--- config.mk ---
export PLATFORM = sky130hd
export DESIGN_NAME = tmr_pwm
export DESIGN_NICKNAME = d
export VERILOG_FILES = /design/src/rtl/tmr_pkg.sv /design/src/rtl/tmr_pwm.sv
export VERILOG_INCLUDE_DIRS = /design/src /design/src/rtl
export SDC_FILE = /design/constraint.sdc
export NUM_CORES = 1
export LEC_CHECK = 0
export ABC_AREA = 1
export ABC_CLOCK_PERIOD_IN_PS = 5000
export BUFFER_PORTS_ARGS = -buffer_cell sky130_fd_sc_hd__buf_2
export CAP_MARGIN = 0
export CORE_UTILIZATION = 55
export DETAILED_ROUTE_END_ITERATION = 8
export MAX_ROUTING_LAYER = met4
export PLACE_DENSITY = 0.73
export RECOVER_POWER = 100
export SETUP_SLACK_MARGIN = 0.3
export SYNTH_ARGS = -nofsm -noshare
export SYNTH_HDL_FRONTEND = slang
export SYNTH_SLANG_ARGS = --single-unit
export TNS_END_PERCENT = 5
--- constraint.sdc ---
create_clock -name clk_i -period 5 [get_ports clk_i]
set_input_delay 1.25 -clock clk_i [delete_from_list [all_inputs] [get_ports clk_i]]
set_output_delay 1.25 -clock clk_i [all_outputs]
set_load 0.005 [all_outputs]
--- src/rtl/tmr_defines.svh ---
// Purpose: register offsets, field positions and reset values of the timer
// Assumes: included by tmr_pkg and tmr_pwm by bare name
// Notes: offsets are byte addresses on a 32-bit Wishbone bus
`ifndef TMR_DEFINES_SVH
`define TMR_DEFINES_SVH
// ----------------------------------------
// geometry and map
// ----------------------------------------
`define TMR_NCH 8
`define TMR_ADR_SC 8'h00
`define TMR_ADR_CNT 8'h04
`define TMR_ADR_MOD 8'h08
`define TMR_ADR_CH_PAGE 2'h1
`define TMR_CH_STRIDE 8
// ----------------------------------------
// fields
// ----------------------------------------
`define TMR_SC_TOF 7
`define TMR_SC_OVERFLOW_IRQ_ENABLE 6
`define TMR_SC_CENTER_PWM_SELECT 5
`define TMR_CSC_CHF 7
`define TMR_CLK_OFF 2'h0
`define TMR_CLK_BUS 2'h1
// ----------------------------------------
// values
// ----------------------------------------
`define TMR_CNT_TOP 16'hFFFF
`define TMR_CNT_ZERO 16'h0000
`define TMR_RST_MOD 16'h0000
`define TMR_RST_CV 16'h0000
`endif

--- src/rtl/tmr_pkg.sv ---
// Purpose: types shared by the timer and its bench
// Assumes: constants come from tmr_defines.svh
// Notes: all state of tmr_pwm is one packed struct
package tmr_pkg;
  `include "tmr_defines.svh"
  localparam int NCH = `TMR_NCH;

  typedef enum logic [1:0] {
    MODE_CAPT = 2'b00,
    MODE_CMP = 2'b01,
    MODE_EDGE_ALIGNED_PWM = 2'b10,
    MODE_EDGE_ALIGNED_PWM_ALT = 2'b11
  } tmr_mode_e;

  typedef struct packed {
    logic cyc;
    logic stb;
    logic we;
    logic [7:0] adr;
    logic [3:0] sel;
    logic [31:0] dat;
  } tmr_wb_req_s;

  typedef struct packed {
    logic [15:0] cnt;
    logic down;
    logic [6:0] pre;
    logic ext_q;
    logic overflow_flag;
    logic overflow_irq_enable;
    logic center_pwm_select;
    logic [1:0] clks;
    logic [2:0] ps;
    logic arm;
    logic [15:0] modv;
    logic [NCH-1:0][1:0] ms;
    logic [NCH-1:0][1:0] els;
    logic [NCH-1:0] chf;
    logic [NCH-1:0][15:0] cv;
    logic [NCH-1:0][15:0] cbuf;
    logic [NCH-1:0] wlo;
    logic [NCH-1:0] whi;
    logic [NCH-1:0] pin_q;
    logic [NCH-1:0] pout;
    logic [NCH-1:0] oe_n;
    logic [NCH-1:0] own;
    logic ack;
    logic [31:0] dat;
    logic irq;
  } tmr_state_s;
endpackage : tmr_pkg

--- src/rtl/tmr_pwm.sv ---
// Purpose: 16-bit timer with eight capture, compare or PWM channels
// Assumes: classic Wishbone slave, inputs synchronous to clk_i
// Notes: one answer per request, ack one cycle after the request
//
// Chosen here: register access over Wishbone and the register addresses.
`timescale 1ns/10ps
`include "tmr_defines.svh"
module tmr_pwm (
  input wire logic clk_i,
  input wire logic rst_i,
  input tmr_pkg::tmr_wb_req_s wb_i,
  output logic [31:0] wb_dat_o,
  output logic wb_ack_o,
  input wire logic ext_clk_i,
  input wire logic [tmr_pkg::NCH-1:0] ch_i,
  output logic [tmr_pkg::NCH-1:0] ch_o,
  output logic [tmr_pkg::NCH-1:0] ch_oe_n_o,
  output logic [tmr_pkg::NCH-1:0] ch_own_o,
  output logic irq_o
);
  import tmr_pkg::*;

  tmr_state_s s_r;
  tmr_state_s s_nxt;
  logic req;
  logic wr;
  logic rd;
  logic src;
  logic tick;
  logic ovf;
  logic upd_pt;
  logic [15:0] lim;
  logic [6:0] pmask;
  logic [2:0] chn;
  logic ch_page;

  // ----------------------------------------
  // bus decode and counter timing
  // ----------------------------------------
  assign req = wb_i.cyc && wb_i.stb && !s_r.ack;
  assign wr = req && wb_i.we;
  assign rd = req && !wb_i.we;
  assign chn = wb_i.adr[5:3];
  assign ch_page = (wb_i.adr[7:6] == `TMR_ADR_CH_PAGE);
  // a zero modulo means free running over the full range
  assign lim = (s_r.modv == `TMR_RST_MOD) ? `TMR_CNT_TOP : s_r.modv;
  assign pmask = 7'((8'h01 << s_r.ps) - 8'h01);
  // ext pin is counted on its rising edge at bus rate
  assign src = (s_r.clks == `TMR_CLK_BUS) ||
               (s_r.clks[1] && ext_clk_i && !s_r.ext_q);
  assign tick = src && ((s_r.pre & pmask) == pmask);
  assign ovf = tick && (s_r.center_pwm_select ? (s_r.down && s_r.cnt == `TMR_CNT_ZERO)
                                  : (s_r.cnt == lim));
  assign upd_pt = tick && !s_r.down && (s_r.cnt == 16'(lim - 16'h0001));

  // ----------------------------------------
  // next state
  // ----------------------------------------
  always_comb begin
    logic pend;
    logic pwm;
    logic rise;
    logic fall;
    pend = 1'b0;
    pwm = 1'b0;
    rise = 1'b0;
    fall = 1'b0;
    s_nxt = s_r;
    s_nxt.ext_q = ext_clk_i;
    s_nxt.pin_q = ch_i;
    s_nxt.ack = req;
    if (src) begin
      s_nxt.pre = tick ? 7'h00 : 7'(s_r.pre + 7'h01);
    end
    if (tick) begin
      if (!s_r.center_pwm_select) begin
        s_nxt.down = 1'b0;
        s_nxt.cnt = (s_r.cnt == lim) ? `TMR_CNT_ZERO : 16'(s_r.cnt + 16'h0001);
      end else if (!s_r.down) begin
        if (s_r.cnt == lim) begin
          s_nxt.down = 1'b1;
          s_nxt.cnt = 16'(s_r.cnt - 16'h0001);
        end else begin
          s_nxt.cnt = 16'(s_r.cnt + 16'h0001);
        end
      end else begin
        if (s_r.cnt == `TMR_CNT_ZERO) begin
          s_nxt.down = 1'b0;
          s_nxt.cnt = 16'h0001;
        end else begin
          s_nxt.cnt = 16'(s_r.cnt - 16'h0001);
        end
      end
    end else if (!s_r.center_pwm_select) begin
      s_nxt.down = 1'b0;
    end

    // channels
    for (int i = 0; i < NCH; i++) begin
      pend = s_r.wlo[i] && s_r.whi[i];
      pwm = s_r.center_pwm_select || s_r.ms[i][1];
      // buffered PWM value moves to the active register only as the count leaves lim-1; other modes or a stopped clock take it at once
      if (pend && (!pwm || s_r.clks == `TMR_CLK_OFF || upd_pt)) begin
        s_nxt.cv[i] = s_r.cbuf[i];
        s_nxt.wlo[i] = 1'b0;
        s_nxt.whi[i] = 1'b0;
      end
      s_nxt.own[i] = (s_r.els[i] != 2'b00);
      s_nxt.oe_n[i] = !((s_r.els[i] != 2'b00) && (s_r.center_pwm_select || s_r.ms[i] != MODE_CAPT));
      rise = ch_i[i] && !s_r.pin_q[i];
      fall = !ch_i[i] && s_r.pin_q[i];
      if (pwm) begin
        s_nxt.pout[i] = s_r.els[i][1] ? (s_r.cnt < s_r.cv[i]) : !(s_r.cnt < s_r.cv[i]);
      end else if (tmr_mode_e'(s_r.ms[i]) == MODE_CMP) begin
        if (tick && s_r.cnt == s_r.cv[i] && s_r.els[i] != 2'b00) begin
          s_nxt.chf[i] = 1'b1;
          case (s_r.els[i])
            2'b01: s_nxt.pout[i] = !s_r.pout[i];
            2'b10: s_nxt.pout[i] = 1'b0;
            2'b11: s_nxt.pout[i] = 1'b1;
            default: s_nxt.pout[i] = s_r.pout[i];
          endcase
        end
      end else begin
        if ((s_r.els[i][0] && rise) || (s_r.els[i][1] && fall)) begin
          s_nxt.cv[i] = s_r.cnt;
          s_nxt.chf[i] = 1'b1;
        end
      end
    end

    // ----------------------------------------
    // bus reads
    // ----------------------------------------
    s_nxt.dat = 32'h0000_0000;
    if (rd) begin
      if (wb_i.adr == `TMR_ADR_SC) begin
        s_nxt.dat = {24'h000000, s_r.overflow_flag, s_r.overflow_irq_enable, s_r.center_pwm_select, s_r.clks, s_r.ps};
        // reading with the flag up arms the clear
        if (s_r.overflow_flag) begin
          s_nxt.arm = 1'b1;
        end
      end else if (wb_i.adr == `TMR_ADR_CNT) begin
        s_nxt.dat = {16'h0000, s_r.cnt};
      end else if (wb_i.adr == `TMR_ADR_MOD) begin
        s_nxt.dat = {16'h0000, s_r.modv};
      end else if (ch_page && !wb_i.adr[2]) begin
        s_nxt.dat = {24'h000000, s_r.chf[chn], 1'b0, s_r.ms[chn], s_r.els[chn], 2'b00};
      end else if (ch_page) begin
        s_nxt.dat = {16'h0000, s_r.cv[chn]};
      end
    end

    // ----------------------------------------
    // bus writes
    // ----------------------------------------
    if (wr && wb_i.sel[0]) begin
      if (wb_i.adr == `TMR_ADR_SC) begin
        s_nxt.overflow_irq_enable = wb_i.dat[`TMR_SC_OVERFLOW_IRQ_ENABLE];
        s_nxt.center_pwm_select = wb_i.dat[`TMR_SC_CENTER_PWM_SELECT];
        s_nxt.clks = wb_i.dat[4:3];
        s_nxt.ps = wb_i.dat[2:0];
        s_nxt.arm = 1'b0;
        // writing one does nothing; zero clears only after an armed read
        if (s_r.arm && !wb_i.dat[`TMR_SC_TOF]) begin
          s_nxt.overflow_flag = 1'b0;
        end
      end else if (wb_i.adr == `TMR_ADR_CNT) begin
        s_nxt.cnt = `TMR_CNT_ZERO;
        s_nxt.pre = 7'h00;
        s_nxt.down = 1'b0;
      end else if (ch_page && !wb_i.adr[2]) begin
        s_nxt.ms[chn] = wb_i.dat[5:4];
        s_nxt.els[chn] = wb_i.dat[3:2];
        if (!wb_i.dat[`TMR_CSC_CHF]) begin
          s_nxt.chf[chn] = 1'b0;
        end
        s_nxt.wlo[chn] = 1'b0;
        s_nxt.whi[chn] = 1'b0;
      end
    end
    if (wr && wb_i.adr == `TMR_ADR_MOD) begin
      if (wb_i.sel[0]) begin
        s_nxt.modv[7:0] = wb_i.dat[7:0];
      end
      if (wb_i.sel[1]) begin
        s_nxt.modv[15:8] = wb_i.dat[15:8];
      end
    end
    if (wr && ch_page && wb_i.adr[2]) begin
      if (wb_i.sel[0]) begin
        s_nxt.cbuf[chn][7:0] = wb_i.dat[7:0];
        s_nxt.wlo[chn] = 1'b1;
      end
      if (wb_i.sel[1]) begin
        s_nxt.cbuf[chn][15:8] = wb_i.dat[15:8];
        s_nxt.whi[chn] = 1'b1;
      end
    end

    // a new overflow wins over the clear and restarts the sequence
    if (ovf) begin
      s_nxt.overflow_flag = 1'b1;
      s_nxt.arm = 1'b0;
    end
    s_nxt.irq = s_nxt.overflow_flag && s_nxt.overflow_irq_enable;
  end

  // ----------------------------------------
  // state register
  // ----------------------------------------
  always_ff @(posedge clk_i) begin
    if (rst_i) begin
      s_r <= '0;
      s_r.oe_n <= '1;
      s_r.modv <= `TMR_RST_MOD;
    end else begin
      s_r <= s_nxt;
    end
  end

  assign wb_dat_o = s_r.dat;
  assign wb_ack_o = s_r.ack;
  assign ch_o = s_r.pout;
  assign ch_oe_n_o = s_r.oe_n;
  assign ch_own_o = s_r.own;
  assign irq_o = s_r.irq;
endmodule : tmr_pwm
==> results.md <==
- Counting instances, the worst hold path has a depth of 2.
- Derived from the worst setup path, the maximum achievable clock frequency is roughly 220 MHz.
- For this block, the via count after detailed routing is 24700.
- The cell area after layout is 25600 um2.
- The transition time at the pin with the least slew margin is about 1.7 ns.
- The critical path endpoint is s_r[291]$_SDFF_PP0_.
- On the worst path, the slowest cell contributes a delay of roughly 0.62 ns.
- Max-cap violations in this run came to 1.
- The die extent in x is approximately 210 um.
- The final layout contains approximately 3600 nets.
- After filler insertion, the fill cell instance count of the layout stands at 4115.
- The count of nets left with antenna violations once routing finished came out at 0.
- The number of hold violations in the final report came to 0.
- The most critical setup path has its startpoint at s_r[381]$_SDFFE_PP0P_.
- The die area is 44400 um2.
- At the end of the flow the core is filled with cells to between 50% and 60%.
- The register-to-register setup slack is 0.51 ns.
- The global-route wire length before repair is 135 mm.
- The area overhead of the layout relative to synthesis is 7.02%.
- The largest driver fanout on the critical path is 41.
- The placed instances occupy a cell area of 24200 um2.
- The total overflow left after global routing is 0.
- The post-layout instance count excluding filler cells is 4056.
- The sequential element share of the synthesized area is ~34%.
- Counting cells, the worst reg-to-reg path comes to 22.
- Yosys mapped the design onto 58 distinct sky130hd cell types.
- In this run the mean area of a mapped cell was between 6 and 7 um2.
- The library cell contributing the largest single delay on the critical path is clkbuf_2.
- The post-CTS resize count is 0.
- The placeable core area is 43000 um2.
- The row count is 76.
- The reg-to-reg startpoint is s_r[381]$_SDFFE_PP0P_.
- The average wire per standard cell is roughly 23 um.
- The share of layout cells above drive strength 1 is under 10%.
- Setup repair after global routing left no endpoint under its margin.
- The post-synthesis cell area is 24000 um2.
- The global-route total usage across every layer is a little over two fifths.
- The via count of the first global-routing pass is around 22000.
- The checks that failed: capacitance limit, slew limit.
- The library cell used as clock root buffer is clkbuf_16.
- Of all flip-flops after synthesis, the portion carrying an async set or reset was 0%.
- STA puts the critical path data arrival time at 5.01 ns.
- The deepest clock path buffer count is 3.
- The most used flip-flop cell after synthesis is dfxtp_1.
- The initial antenna violation count is 2.
- Once detailed placement completed, the half-perimeter wirelength came to 63.8 mm.
- The H-tree level count is 2.
- The total I/O pin count is between 100 and 150.
- The cell with the most instances on the worst path is nand2_1.
- The power density normalized to cell area is 298 nW/um2.
- The number of sinks driven by the clock tree is about 410.
- The flow ran to the end, but the final reports show violations.
- The cell count after synthesis is about 3500.
- The clock tree from TritonCTS is built.
- The number of violations reported at the end of detailed-routing iteration 0 is between 3000 and 4000.
- Clock-pin slew was measured on the worst setup and hold paths at around 0.060 ns.
- After layout, the minimum clock period comes to 4.49 ns.
- For this configuration, the core starts out at a cell density of roughly 56%.
- In this run, synthesis produced a sequential element count of about 410.
- Once placement completed, the tool counted placed cells totaling 3973.
- Routability-driven placement finished with a final weighted congestion of 1.09.
- The number of detailed-routing iterations run before antenna repair is 6.
- The worst pin sits at a relative slew slack of -12.5%.
- The maximum number of pins on one net before global-route repair is roughly 120.
- The aggregate negative setup slack is 0 ns.
- The number of pins with negative max-slew slack in the final report is 28.
- STA puts the critical path data required time at 5.53 ns.
- The count of buffers added by post-CTS timing repair for setup is 0.
- The clock latency on the worst-skew pair is between 0.6 and 0.7 ns.
- For this design the static power due to leakage is roughly 11 nW.
- Across the VDD grid, the largest voltage drop is ~290 uV.
- By startpoint and endpoint, the worst setup path is classified as reg -> reg.
- The classification of the worst-slack hold path is reg -> reg.
- The endpoint of the lowest-slack register-to-register path is s_r[291]$_SDFF_PP0_.
- After detailed routing, the number of vias per cell comes to ~6.1.
- The Yosys step of the flow raised 0 warnings.
- The kind of capture point of the worst setup path is a flip-flop.
- The final critical-path share of the clock period is between 80% and 90%.
- The routed wire length is roughly 90 mm.
- The number of flops mapped to enable cells by yosys is 0.
- Traced cell by cell, the critical path runs through nor2_2, nand2_2, nor2_1, nand2_4, nand2_1, inv_1, ha_1, nand2_1, inv_1, nand3_1, nor2_1, nand2_1, nand2_1, nand3_2, nor2_4, nand3_4, o21bai_2, clkbuf_2, nand3_1, nand2_1, nor2_1, nor2_1.
- The worst setup skew after layout is between 0.015 and 0.02 ns.
- The count of hold-fix buffers inserted at cts is 0.
- Setup violations remaining at the end of the flow were counted as 0.
- The remaining routing DRC violations is 0.
- The number of clock buffers added by TritonCTS is 46.
- Port buffering added between 80 and 90 buffers.
- The die outline height is between 200 and 250 um.
- The type of origin of the critical path is a flip-flop.
[worst max-delay path, delay by kind of cell (launching register included)]
family	cells	cell delay [ns]
compound gates	1	0.23
fa+ha+maj	1	0.18
simple gates	17	2.75
flops	1	0.47
buf+inv	3	0.75
[worst min path at each step]
stage	start	to	slack (ns)
floorplan	s_r[342]$_SDFF_PP0_	s_r[342]$_SDFF_PP0_	0.44
global placement	s_r[363]$_SDFFE_PP0P_	s_r[363]$_SDFFE_PP0P_	0.46
detailed placement	s_r[342]$_SDFF_PP0_	s_r[342]$_SDFF_PP0_	0.47
CTS	s_r[342]$_SDFF_PP0_	s_r[342]$_SDFF_PP0_	0.47
global route	s_r[342]$_SDFF_PP0_	s_r[342]$_SDFF_PP0_	0.49
finish	s_r[342]$_SDFF_PP0_	s_r[342]$_SDFF_PP0_	0.48
[sequential cells by signal (all words and copies together) (netlist names), named ones only]
register and cells:
s_r 369, wb_dat_o 16, ch_o 8, ch_oe_n_o 8
ch_own_o 8, irq_o 1, wb_ack_o 1
[per-stage QoR]
stage	total power, mW	worst slack (ns)	hold slack, ns
final	7.64	0.513	0.475
after global placement	4.10	0.928	0.460
after CTS	7.63	0.818	0.474
after detailed placement	4.12	0.874	0.465
after floorplan	3.89	1.92	0.442
after global routing	7.85	0.225	0.491
[power by group]
group          switching (mW)  internal (mW)  total, mW  leakage (nW)
clock network            1.44           2.12       3.56         0.776
registers              0.0261           3.35       3.38          3.34
logic                   0.504          0.193      0.697          6.98
total                    1.97           5.67       7.64          11.1
[synthesized netlist by cell type, types with 15 or more instances]
cell / number / area (um2)
a211oi_1: 15 / 113
dfxtp_1: 412 / 8250
nor3_1: 37 / 185
a21oi_1: 315 / 1580
nand2_1: 426 / 1600
inv_1: 347 / 1300
nand3_1: 238 / 1190
buf_6: 27 / 304
nor2_1: 594 / 2230
nand4_1: 44 / 275
ha_1: 139 / 1740
clkbuf_1: 116 / 435
o41ai_1: 18 / 158
a31oi_1: 23 / 144
o21ai_0: 391 / 1960
nand2_2: 15 / 93.8
xor2_1: 23 / 201
buf_4: 82 / 616
o22ai_1: 74 / 463
[cell type report]
cell class	count	area [um2]	share of cell area, %
inverter	358	1350	5.26
clock buffer	69	1430	5.58
multi-input combinational	2475	12900	50.4
timing repair buffer	143	797	3.11
clock inverter	12	144	0.561
tap	585	732	2.85
antenna	2	5.00	0.0195
sequential	412	8250	32.2
[placed cells by master (no fill, tap or decap), drive strengths merged, types with 7 or more instances in the layout]
cell type / n
clkbuf: 109
ha: 139
a31oi: 23
dfxtp: 412
nor2: 606
nor4: 9
a211oi: 15
o21bai: 12
nor3: 39
inv: 351
nand2: 444
o22ai: 74
o211ai: 7
clkinv: 14
nand3: 245
a221oi: 9
buf: 103
conb: 16
o41ai: 18
a21oi: 315
nand4: 44
xor2: 24
o21ai: 393
[kinds of logic after synthesis]
| kind of cell | share of synthesized area (%) |
|---|---|
| compound gates | 20.7 |
| xor+xnor | 1.07 |
| fa+ha+maj | 7.26 |
| buf+inv | 11.7 |
| flops | 34.4 |
| mux | 0.0418 |
| other cells | 0.0157 |
| simple gates | 24.8 |
[metal layers]
layer / up-vias / share of wire [%] / wire [um] / track usage [%]
met5: - / 0 / 0 / -
met4: 0 / 6.2 / 5660 / 22.6
met3: 301 / 11 / 9910 / 7.00
met2: 1410 / 43 / 39800 / 63.0
met1: 11600 / 40 / 36300 / 53.6
li1: 11500 / - / - / -
Note: power is estimated with default switching activity, not from simulation.
